**src/hdl/pnr_pkg.sv**
```systemverilog
// Command codes, field layouts, reset values and helpers for the non-overlap and rail order bank.
package pnr_pkg;

  localparam int WORD_W = 16;
  localparam int BYTE_W = 8;
  localparam int ID_W   = 5;

  //////////////////////////////////////////////////////////////////////////////
  // Command codes.
  localparam logic [7:0] CMD_EXT_TEMP_GAIN  = 8'hD9;
  localparam logic [7:0] CMD_EXT_TEMP_BIAS  = 8'hDA;
  localparam logic [7:0] CMD_OUTPUT_CEILING = 8'hDB;
  localparam logic [7:0] CMD_SENSE_TEMPCO   = 8'hDC;
  localparam logic [7:0] CMD_NOVL_VALUES    = 8'hDD;
  localparam logic [7:0] CMD_NOVL_MODE      = 8'hDE;
  localparam logic [7:0] CMD_RAIL_ORDER     = 8'hE0;

  //////////////////////////////////////////////////////////////////////////////
  // Field positions.
  localparam int NOVL_HL_MSB        = 15;
  localparam int NOVL_HL_LSB        = 8;
  localparam int NOVL_LH_MSB        = 7;
  localparam int NOVL_LH_LSB        = 0;
  localparam int MODE_HL_FREEZE_BIT = 15;
  localparam int MODE_HL_MIN_MSB    = 14;
  localparam int MODE_HL_MIN_LSB    = 8;
  localparam int MODE_LH_FREEZE_BIT = 7;
  localparam int MODE_LH_MIN_MSB    = 6;
  localparam int MODE_LH_MIN_LSB    = 0;
  localparam int ORDER_PREV_EN_BIT  = 15;
  localparam int ORDER_PREV_ID_MSB  = 12;
  localparam int ORDER_PREV_ID_LSB  = 8;
  localparam int ORDER_NEXT_EN_BIT  = 7;
  localparam int ORDER_NEXT_ID_MSB  = 4;
  localparam int ORDER_NEXT_ID_LSB  = 0;

  //////////////////////////////////////////////////////////////////////////////
  // Reset values and limits, in nanoseconds where signed.
  localparam logic [15:0]        RST_EXT_TEMP_GAIN = 16'h0000;
  localparam logic [15:0]        RST_EXT_TEMP_BIAS = 16'h0000;
  localparam logic [7:0]         RST_SENSE_TEMPCO  = 8'h00;
  localparam logic [15:0]        RST_NOVL_VALUES   = 16'h3C3C;
  localparam logic [15:0]        RST_NOVL_MODE     = 16'h0000;
  localparam logic [15:0]        RST_RAIL_ORDER    = 16'h0000;
  localparam logic signed [7:0]  NOVL_LOW_NS       = -8'sd10;
  localparam logic signed [7:0]  NOVL_HIGH_NS      = 8'sd60;
  localparam logic signed [7:0]  NOVL_DEF_MAX_NS   = 8'sd60;

  // True when a signed non-overlap byte lies inside the legal span.
  function automatic logic novl_in_range(input logic signed [7:0] v);
    return (v >= NOVL_LOW_NS) && (v <= NOVL_HIGH_NS);
  endfunction

endpackage

```
**src/hdl/pnr_strap_sync.sv**
```systemverilog
// Strap pin synchroniser that holds a value once two late stages agree.
`timescale 1ns/1ps
module pnr_strap_sync #(
  parameter int W = 16
) (
  input  wire logic         core_clk,
  input  wire logic         rst_n,
  input  wire logic [W-1:0] pin_in,
  output logic      [W-1:0] level
);

  logic [W-1:0] s1_ff;
  logic [W-1:0] s2_ff;
  logic [W-1:0] s3_ff;
  logic [W-1:0] level_ff;

  if (W < 1) begin : g_bad_width
    $error("Strap width must be at least one bit.");
  end

  always_ff @(posedge core_clk) begin
    if (!rst_n) begin
      s1_ff <= '0;
      s2_ff <= '0;
      s3_ff <= '0;
    end else begin
      s1_ff <= pin_in;
      s2_ff <= s1_ff;
      s3_ff <= s2_ff;
    end
  end

  always_ff @(posedge core_clk) begin
    if (!rst_n) begin
      level_ff <= '0;
    end else if (s2_ff == s3_ff) begin
      level_ff <= s3_ff;
    end
  end

  assign level = level_ff;
endmodule

```
**src/hdl/pnr_novl_adapt.sv**
```systemverilog
// Adaptive non-overlap tracker for one switching direction.
`timescale 1ns/1ps
module pnr_novl_adapt #(
  parameter int W = 8
) (
  input  wire logic                core_clk,
  input  wire logic                rst_n,
  input  wire logic                adaptive,
  input  wire logic                step_down,
  input  wire logic                step_up,
  input  wire logic signed [W-1:0] min_ns,
  input  wire logic signed [W-1:0] max_ns,
  input  wire logic signed [W-1:0] fixed_ns,
  output logic signed      [W-1:0] work_ns,
  output logic                     gap,
  output logic                     overlap
);
  import pnr_pkg::*;

  logic signed [W-1:0] work_ff;
  logic signed [W-1:0] nxt_work;
  logic signed [W:0]   stepped;
  logic                gap_ff;
  logic                overlap_ff;

  if (W < 8) begin : g_bad_width
    $error("Non-overlap width must hold a signed byte.");
  end

  // Upper bound first, lower bound last, so the floor wins on a crossed pair.
  function automatic logic signed [W:0] clamp(input logic signed [W:0] v,
                                              input logic signed [W-1:0] lo,
                                              input logic signed [W-1:0] hi);
    logic signed [W:0] r;
    r = v;
    if (r > W'(hi)) r = (W+1)'(hi);
    if (r < W'(lo)) r = (W+1)'(lo);
    return r;
  endfunction

  always_comb begin
    stepped  = (W+1)'(work_ff);
    if (step_up && !step_down) stepped = stepped + (W+1)'(1);
    if (step_down && !step_up) stepped = stepped - (W+1)'(1);
    if (adaptive) begin
      nxt_work = W'(clamp(stepped, min_ns, max_ns));
    end else begin
      nxt_work = fixed_ns;
    end
  end

  always_ff @(posedge core_clk) begin
    if (!rst_n) begin
      work_ff    <= W'(NOVL_DEF_MAX_NS);
      gap_ff     <= 1'b1;
      overlap_ff <= 1'b0;
    end else begin
      work_ff    <= nxt_work;
      gap_ff     <= nxt_work > 0;
      overlap_ff <= nxt_work < 0;
    end
  end

  assign work_ns = work_ff;
  assign gap     = gap_ff;
  assign overlap = overlap_ff;
endmodule

```
**src/hdl/pnr_nonoverlap_bank.sv**
```systemverilog
// Command-level register bank for switch non-overlap, sensing trim and rail order links.
`timescale 1ns/1ps
module pnr_nonoverlap_bank (
  input  wire logic                               core_clk,
  input  wire logic                               rst_n,
  input  wire logic                               cmd_valid,
  input  wire logic                               cmd_write,
  input  wire logic                               cmd_is_word,
  input  wire logic [7:0]                         cmd_code,
  input  wire logic [pnr_pkg::WORD_W-1:0]         cmd_wdata,
  output logic      [pnr_pkg::WORD_W-1:0]         cmd_rdata,
  output logic                                    cmd_ack,
  output logic                                    cmd_error,
  input  wire logic [pnr_pkg::WORD_W-1:0]         strap_vout_ceiling,
  input  wire logic                               hl_shorter,
  input  wire logic                               hl_longer,
  input  wire logic                               lh_shorter,
  input  wire logic                               lh_longer,
  output logic signed [pnr_pkg::BYTE_W-1:0]       novl_hl_ns,
  output logic signed [pnr_pkg::BYTE_W-1:0]       novl_lh_ns,
  output logic                                    hl_gap,
  output logic                                    hl_overlap,
  output logic                                    lh_gap,
  output logic                                    lh_overlap,
  output logic                                    hl_adaptive,
  output logic                                    lh_adaptive,
  output logic                                    prev_rail_en,
  output logic      [pnr_pkg::ID_W-1:0]           prev_rail_group_id,
  output logic                                    next_rail_en,
  output logic      [pnr_pkg::ID_W-1:0]           next_rail_group_id,
  output logic      [pnr_pkg::BYTE_W-1:0]         sense_tempco_factor
);
  import pnr_pkg::*;

  //////////////////////////////////////////////////////////////////////////////
  // Storage.
  logic [WORD_W-1:0]        ext_temp_gain_ff;
  logic [WORD_W-1:0]        ext_temp_bias_ff;
  logic [BYTE_W-1:0]        sense_tempco_factor_ff;
  logic [WORD_W-1:0]        novl_values_ff;
  logic [WORD_W-1:0]        novl_mode_ff;
  logic [WORD_W-1:0]        rail_order_ff;
  logic signed [BYTE_W-1:0] max_hl_ff;
  logic signed [BYTE_W-1:0] max_lh_ff;
  logic                     novl_wr_last_ff;
  logic [WORD_W-1:0]        cmd_rdata_ff;
  logic                     cmd_ack_ff;
  logic                     cmd_error_ff;

  logic [WORD_W-1:0]        ceiling_level;
  logic [WORD_W-1:0]        nxt_rdata;
  logic                     hit;
  logic                     writable;
  logic                     want_word;
  logic                     bad_value;
  logic                     cmd_bad;
  logic                     wr_ok;
  logic                     wr_gain;
  logic                     wr_bias;
  logic                     wr_tempco;
  logic                     wr_values;
  logic                     wr_mode;
  logic                     wr_order;
  logic signed [BYTE_W-1:0] min_hl_ns;
  logic signed [BYTE_W-1:0] min_lh_ns;
  logic signed [BYTE_W-1:0] fix_hl_ns;
  logic signed [BYTE_W-1:0] fix_lh_ns;

  //////////////////////////////////////////////////////////////////////////////
  // Strap capture for the read-only ceiling.
  pnr_strap_sync #(
    .W (WORD_W)
  ) u_ceiling_sync (
    .core_clk (core_clk),
    .rst_n    (rst_n),
    .pin_in   (strap_vout_ceiling),
    .level    (ceiling_level)
  );

  //////////////////////////////////////////////////////////////////////////////
  // Command decode.
  always_comb begin
    hit       = 1'b0;
    writable  = 1'b1;
    want_word = 1'b1;
    nxt_rdata = '0;
    if (cmd_code == CMD_EXT_TEMP_GAIN) begin
      hit       = 1'b1;
      nxt_rdata = ext_temp_gain_ff;
    end else if (cmd_code == CMD_EXT_TEMP_BIAS) begin
      hit       = 1'b1;
      nxt_rdata = ext_temp_bias_ff;
    end else if (cmd_code == CMD_OUTPUT_CEILING) begin
      hit       = 1'b1;
      writable  = 1'b0;
      nxt_rdata = ceiling_level;
    end else if (cmd_code == CMD_SENSE_TEMPCO) begin
      hit       = 1'b1;
      want_word = 1'b0;
      nxt_rdata = {8'h00, sense_tempco_factor_ff};
    end else if (cmd_code == CMD_NOVL_VALUES) begin
      hit       = 1'b1;
      nxt_rdata = novl_values_ff;
    end else if (cmd_code == CMD_NOVL_MODE) begin
      hit       = 1'b1;
      nxt_rdata = novl_mode_ff;
    end else if (cmd_code == CMD_RAIL_ORDER) begin
      hit       = 1'b1;
      nxt_rdata = rail_order_ff;
    end
  end

  // Out-of-span non-overlap writes are refused whole.
  assign bad_value = cmd_write && (cmd_code == CMD_NOVL_VALUES) &&
                     !(novl_in_range(cmd_wdata[NOVL_HL_MSB:NOVL_HL_LSB]) &&
                       novl_in_range(cmd_wdata[NOVL_LH_MSB:NOVL_LH_LSB]));
  assign cmd_bad   = !hit || (cmd_write && !writable) || (cmd_is_word != want_word) ||
                     bad_value;
  assign wr_ok     = cmd_valid && cmd_write && !cmd_bad;
  assign wr_gain   = wr_ok && (cmd_code == CMD_EXT_TEMP_GAIN);
  assign wr_bias   = wr_ok && (cmd_code == CMD_EXT_TEMP_BIAS);
  assign wr_tempco = wr_ok && (cmd_code == CMD_SENSE_TEMPCO);
  assign wr_values = wr_ok && (cmd_code == CMD_NOVL_VALUES);
  assign wr_mode   = wr_ok && (cmd_code == CMD_NOVL_MODE);
  assign wr_order  = wr_ok && (cmd_code == CMD_RAIL_ORDER);

  //////////////////////////////////////////////////////////////////////////////
  // Answer path.
  always_ff @(posedge core_clk) begin
    if (!rst_n) begin
      cmd_ack_ff   <= 1'b0;
      cmd_error_ff <= 1'b0;
      cmd_rdata_ff <= '0;
    end else begin
      cmd_ack_ff   <= cmd_valid;
      cmd_error_ff <= cmd_valid && cmd_bad;
      if (cmd_valid && !cmd_write && !cmd_bad) begin
        cmd_rdata_ff <= nxt_rdata;
      end
    end
  end

  //////////////////////////////////////////////////////////////////////////////
  // Temperature calibration words, kept for readback only, and the tempco byte that also drives sense_tempco_factor.
  always_ff @(posedge core_clk) begin
    if (!rst_n) begin
      ext_temp_gain_ff <= RST_EXT_TEMP_GAIN;
      ext_temp_bias_ff <= RST_EXT_TEMP_BIAS;
    end else begin
      if (wr_gain) ext_temp_gain_ff <= cmd_wdata;
      if (wr_bias) ext_temp_bias_ff <= cmd_wdata;
    end
  end

  always_ff @(posedge core_clk) begin
    if (!rst_n) begin
      sense_tempco_factor_ff <= RST_SENSE_TEMPCO;
    end else if (wr_tempco) begin
      sense_tempco_factor_ff <= cmd_wdata[BYTE_W-1:0];
    end
  end

  //////////////////////////////////////////////////////////////////////////////
  // Non-overlap values, mode and adaptive maxima.
  always_ff @(posedge core_clk) begin
    if (!rst_n) begin
      novl_values_ff <= RST_NOVL_VALUES;
      novl_mode_ff   <= RST_NOVL_MODE;
    end else begin
      if (wr_values) novl_values_ff <= cmd_wdata;
      if (wr_mode) novl_mode_ff <= cmd_wdata;
    end
  end

  // Any command other than a values write breaks the values-then-mode pairing.
  always_ff @(posedge core_clk) begin
    if (!rst_n) begin
      novl_wr_last_ff <= 1'b0;
    end else if (cmd_valid) begin
      novl_wr_last_ff <= wr_values;
    end
  end

  always_ff @(posedge core_clk) begin
    if (!rst_n) begin
      max_hl_ff <= NOVL_DEF_MAX_NS;
      max_lh_ff <= NOVL_DEF_MAX_NS;
    end else if (wr_mode && novl_wr_last_ff) begin
      max_hl_ff <= novl_values_ff[NOVL_HL_MSB:NOVL_HL_LSB];
      max_lh_ff <= novl_values_ff[NOVL_LH_MSB:NOVL_LH_LSB];
    end
  end

  assign min_hl_ns   = {novl_mode_ff[MODE_HL_MIN_MSB:MODE_HL_MIN_LSB], 1'b0};
  assign min_lh_ns   = {novl_mode_ff[MODE_LH_MIN_MSB:MODE_LH_MIN_LSB], 1'b0};
  assign fix_hl_ns   = novl_values_ff[NOVL_HL_MSB:NOVL_HL_LSB];
  assign fix_lh_ns   = novl_values_ff[NOVL_LH_MSB:NOVL_LH_LSB];
  assign hl_adaptive = !novl_mode_ff[MODE_HL_FREEZE_BIT];
  assign lh_adaptive = !novl_mode_ff[MODE_LH_FREEZE_BIT];

  pnr_novl_adapt #(
    .W (BYTE_W)
  ) u_adapt_hl (
    .core_clk  (core_clk),
    .rst_n     (rst_n),
    .adaptive  (hl_adaptive),
    .step_down (hl_shorter),
    .step_up   (hl_longer),
    .min_ns    (min_hl_ns),
    .max_ns    (max_hl_ff),
    .fixed_ns  (fix_hl_ns),
    .work_ns   (novl_hl_ns),
    .gap       (hl_gap),
    .overlap   (hl_overlap)
  );

  pnr_novl_adapt #(
    .W (BYTE_W)
  ) u_adapt_lh (
    .core_clk  (core_clk),
    .rst_n     (rst_n),
    .adaptive  (lh_adaptive),
    .step_down (lh_shorter),
    .step_up   (lh_longer),
    .min_ns    (min_lh_ns),
    .max_ns    (max_lh_ff),
    .fixed_ns  (fix_lh_ns),
    .work_ns   (novl_lh_ns),
    .gap       (lh_gap),
    .overlap   (lh_overlap)
  );

  //////////////////////////////////////////////////////////////////////////////
  // Rail order links.
  always_ff @(posedge core_clk) begin
    if (!rst_n) begin
      rail_order_ff <= RST_RAIL_ORDER;
    end else if (wr_order) begin
      rail_order_ff <= cmd_wdata;
    end
  end

  assign prev_rail_en        = rail_order_ff[ORDER_PREV_EN_BIT];
  assign prev_rail_group_id  = rail_order_ff[ORDER_PREV_ID_MSB:ORDER_PREV_ID_LSB];
  assign next_rail_en        = rail_order_ff[ORDER_NEXT_EN_BIT];
  assign next_rail_group_id  = rail_order_ff[ORDER_NEXT_ID_MSB:ORDER_NEXT_ID_LSB];
  assign sense_tempco_factor = sense_tempco_factor_ff;
  assign cmd_rdata           = cmd_rdata_ff;
  assign cmd_ack             = cmd_ack_ff;
  assign cmd_error           = cmd_error_ff;
endmodule

```
**config.mk**
```make
export PLATFORM = sky130hd
export DESIGN_NAME = pnr_nonoverlap_bank
export DESIGN_NICKNAME = d
export VERILOG_FILES = /design/src/hdl/pnr_pkg.sv /design/src/hdl/pnr_strap_sync.sv /design/src/hdl/pnr_novl_adapt.sv /design/src/hdl/pnr_nonoverlap_bank.sv
export SDC_FILE = /design/constraint.sdc
export NUM_CORES = 1
export LEC_CHECK = 0
export BUFFER_PORTS_ARGS = -buffer_cell sky130_fd_sc_hd__clkbuf_2
export CORE_MARGIN = 2
export CORE_UTILIZATION = 40
export CTS_CLUSTER_SIZE = 10
export DETAILED_ROUTE_END_ITERATION = 8
export PLACE_DENSITY = 0.6
export SKIP_LAST_GASP = 1
export SYNTH_ARGS = -nofsm -noshare
export SYNTH_HDL_FRONTEND = slang
export SYNTH_SLANG_ARGS = --single-unit
export TNS_END_PERCENT = 50
```
**constraint.sdc**
```tcl
create_clock -name core_clk -period 12.25 [get_ports core_clk]
set_clock_uncertainty 0.05 [all_clocks]
set_input_delay 0 -clock core_clk [delete_from_list [all_inputs] [get_ports core_clk]]
set_output_delay 0 -clock core_clk [all_outputs]
set_load 0.01 [all_outputs]
```
==> summary.md <==
| Metric | Value |
|---|---|
| Register area share after synthesis | 0.4141 |
| RSZ-0062 raised after global routing | no |
| Area grow syn2layout | 16.46% |
| CP Capture Type | register |
| FF+latch count, synth | between 200 and 250 |
| Detailed Route Iter0 Violations | a little under 500 |
| Comb power frac | 0.357 |
| Largest net degree at the start of global routing | 74 |
| Share of layout cells above drive strength 1 | 0.1400 |
| Clock share of power | 0.292 |
| Global Route Usage Sum | 0.1948 |
| P_sw | slightly above 700 uW |
| Max Clk Rate | 164.6 MHz |
| Status | complete, no violations |
| Multi-input logic area | 5260 um2 |
| Synth area leader | dfxtp_1 |
| CTS Root Cell | clkbuf_16 |
| Worst Tran Pin Value | approximately 1.1 ns |
| Top FF cell, synth | dfxtp_1 |
| Max_cap viols | 0 |
| Total gr overflow | 0 |
| Startpoint Class | register |
| Initial antenna violation count | 0 |
| Ys async rst share | 0 |
| Chip Width | 161.4 um |
| HPWL reported at the end of detailed placement | about 18,000 um |
| Final Max Slew Viols | 0 |
| Post-synth EDFFs | 0 |
| Reg area | ~4100 um2 |
| Synthesized Nets | around 1,200 |
| Switching Fraction | 0.3416 |
| Clock Latency Late Sink | about 0.52 ns |
| Clk buf depth | 3 |
| Reg clk slew, reported paths | roughly 0.06 ns |
| Setup TNS | 0 ns |
| Dominant cells by area after synthesis | dfxtp_1, mux2i_1, nor2_1, ha_1, nand2_1 |
| Post-Syn Area | between 9000 and 10,000 um2 |
| Worst Path Arrival | 6.42 ns |
| Synthesized instance count | between 1,000 and 1,500 |
| Drt first pass iters | 5 |
| Core outline area | 24,320 um2 |
| Synth unique cells | slightly below 80 |
| Num CTS Buffers | 24 |
| Syn. warnings | 0 |
| Sink Count | just over 200 |
| Most numerous cell in the Yosys netlist | dfxtp_1 |
| Routed Antenna Nets | 0 |
| IO Count | about 110 |
| FP Rows | 57 |
| IO buf count | roughly 110 |
| RePlAce Congestion | about 0.84 |
| Vias | just over 8,000 |
| CTS tree | built |
| Routed len/inst | ~17 um |
| Final worst path period need | just over 6 ns |
| Sequential power share | 0.350 |
| Ant diodes | 0 |
| Synth top cells by count | dfxtp_1, nor2_1, mux2i_1 |
| Starting density of the core | 0.4075 |
| Fill cells | 2,343 |
| Final core utilization | 0.4746 |
| Crit Path Class | reg -> reg |
| Critical-path maximum fanout | 12 |
| First-pass GRT wire length | roughly 41,000 um |
| VDD IR max | ~0.099 mV |
| Drc violations | 0 |
| Resized cells post-CTS | 0 |
| Leakage | 0.005452 uW |
| Vias in the first global route | roughly 7,700 |
| Internal power | roughly 1400 uW |
| CP required | between 10 and 15 ns |
| Pwr Density | roughly 180 nW/um2 |
| Post-CTS Setup Bufs | 0 |
| Die height | around 160 um |
| Fin crit share | 0.4958 |
| Die area | around 26,000 um2 |
| Hold Fails Final Rpt | 0 |
| # setup viols final | 0 |
| H-tree levels | 1 |
| Power Total | 2093 uW |
| Nets | 1,295 |
| Routed WL | about 26,000 um |
| Avg Inst Size Synth | 8.977 um2 |
| Vias per cell | 5.302 |
| Max-slew headroom | 0.2670 |
| Hold WC Path Type | in -> reg |
| Post-synth top area share | 0.4141 |
## sequential cells by signal, summed over array words and instances (netlist names)
signal                flops
cmd_ack                   1
cmd_error                 1
cmd_rdata                16
ext_temp_bias_ff         16
ext_temp_gain_ff         16
max_hl_ff                 8
max_lh_ff                 8
novl_mode_ff             16
novl_values_ff           16
novl_wr_last_ff           1
rail_order_ff            16
sense_tempco_factor       8
u_adapt_hl.gap            1
u_adapt_hl.overlap        1
u_adapt_hl.work_ns        7
u_adapt_lh.gap            1
u_adapt_lh.overlap        1
u_adapt_lh.work_ns        7
u_ceiling_sync.level     16
u_ceiling_sync.s1_ff     16
u_ceiling_sync.s2_ff     16
u_ceiling_sync.s3_ff     16
## stage by stage
| step | area (um2) | hold slack [ns] | instances | setup slack, ns |
|---|---|---|---|---|
| 3_5_place_dp | 10550 | 0.1584 | 1473 | 6.199 |
| 6_report | 11540 | 0.02937 | 1538 | 6.176 |
| 4_1_cts | 11540 | 0.02465 | 1538 | 6.172 |
| 3_3_place_gp | 10550 | 0.1564 | 1473 | 6.350 |
| 2_1_floorplan | 9911 | 0.07511 | 1104 | 6.783 |
| 5_1_grt | 11540 | 0.09110 | 1538 | 5.548 |
## routing by layer
layer | vias up | routed length, um | track usage
met2 | 186 | 12210 | 0.3271
met1 | 3848 | 12160 | 0.2624
met3 | 40 | 1158 | 0.02491
li1 | 4080 | - | -
met4 | 0 | 451 | 0.05641
met5 | - | 0 | 0
## worst max-delay path, stage by stage (launching register included)
cell and delay (ns):
dfxtp_1 0.45, ha_1 0.28, nand3b_1 0.11, o21a_1 0.13
ha_1 0.16, nand3b_1 0.12, mux2i_1 0.18, xor2_1 0.21
ha_1 0.28, and4_1 0.24, a221o_1 0.35, o211ai_2 0.25
o21a_2 0.31, mux2_2 0.38, ha_1 0.30, a21o_1 0.13
a21oi_1 0.10, a221oi_1 0.56, o21ai_2 0.14, o31ai_4 0.37
nor3_1 0.10, a221oi_2 0.22, o2111ai_1 0.15, o41a_1 0.37
## worst paths after layout
path              cells past startpoint                     start  slack, ns                  endpoint
setup / recovery                     23     u_adapt_lh.work_ns[0]       6.18            u_adapt_lh.gap
hold / removal                        3                     rst_n       0.03         novl_values_ff[2]
setup reg to reg                     23     u_adapt_lh.work_ns[0]       6.18            u_adapt_lh.gap
hold reg to reg                       1  u_ceiling_sync.s1_ff[10]       0.38  u_ceiling_sync.s2_ff[10]
## final cells by class
class | count | area share
clock buffer | 30 | 0.05583
inverter | 49 | 0.01604
multi-input combinational | 780 | 0.4557
sequential | 205 | 0.3556
tap | 324 | 0.03512
timing repair buffer | 150 | 0.08173
## power groups by stage
stage / clock network, uW / registers, uW / logic (uW)
final: 612 / 734 / 748
after global routing: 659 / 739 / 843
after CTS: 626 / 733 / 745
after detailed placement: 0 / 748 / 732
after global placement: 0 / 746 / 729
after floorplan: 0 / 747 / 569
## cells by family (layout without fill, tap and decap cells)
family                   Yosys count  after routing  synth area share
AO/OA/AOI/OAI                    201            201            0.1432
multiplexers                     115            115            0.1168
flip-flops                       205            205            0.4141
adder cells (fa/ha/maj)           36             36           0.04545
buffers and inverters            119            229           0.05517
AND/OR/NAND/NOR                  394            394            0.1953
XOR/XNOR                          34             34           0.03005
## cell usage in the layout (no fill, tap or decap), drive strengths merged, types with 35 or more instances in the layout
cell / instances
a21oi: 49
and2: 56
clkbuf: 138
dfxtp: 205
dlygate4sd3: 35
ha: 36
inv: 47
mux2i: 110
nand2: 98
nor2: 135
## what timing repair did
| item | CTS | global route |
|---|---|---|
| endpoints found under the setup margin | 0 | 0 |
| endpoints found under the hold margin | 107 | 0 |
| hold buffers | 35 | 0 |
(Power assumes the default switching activity.)
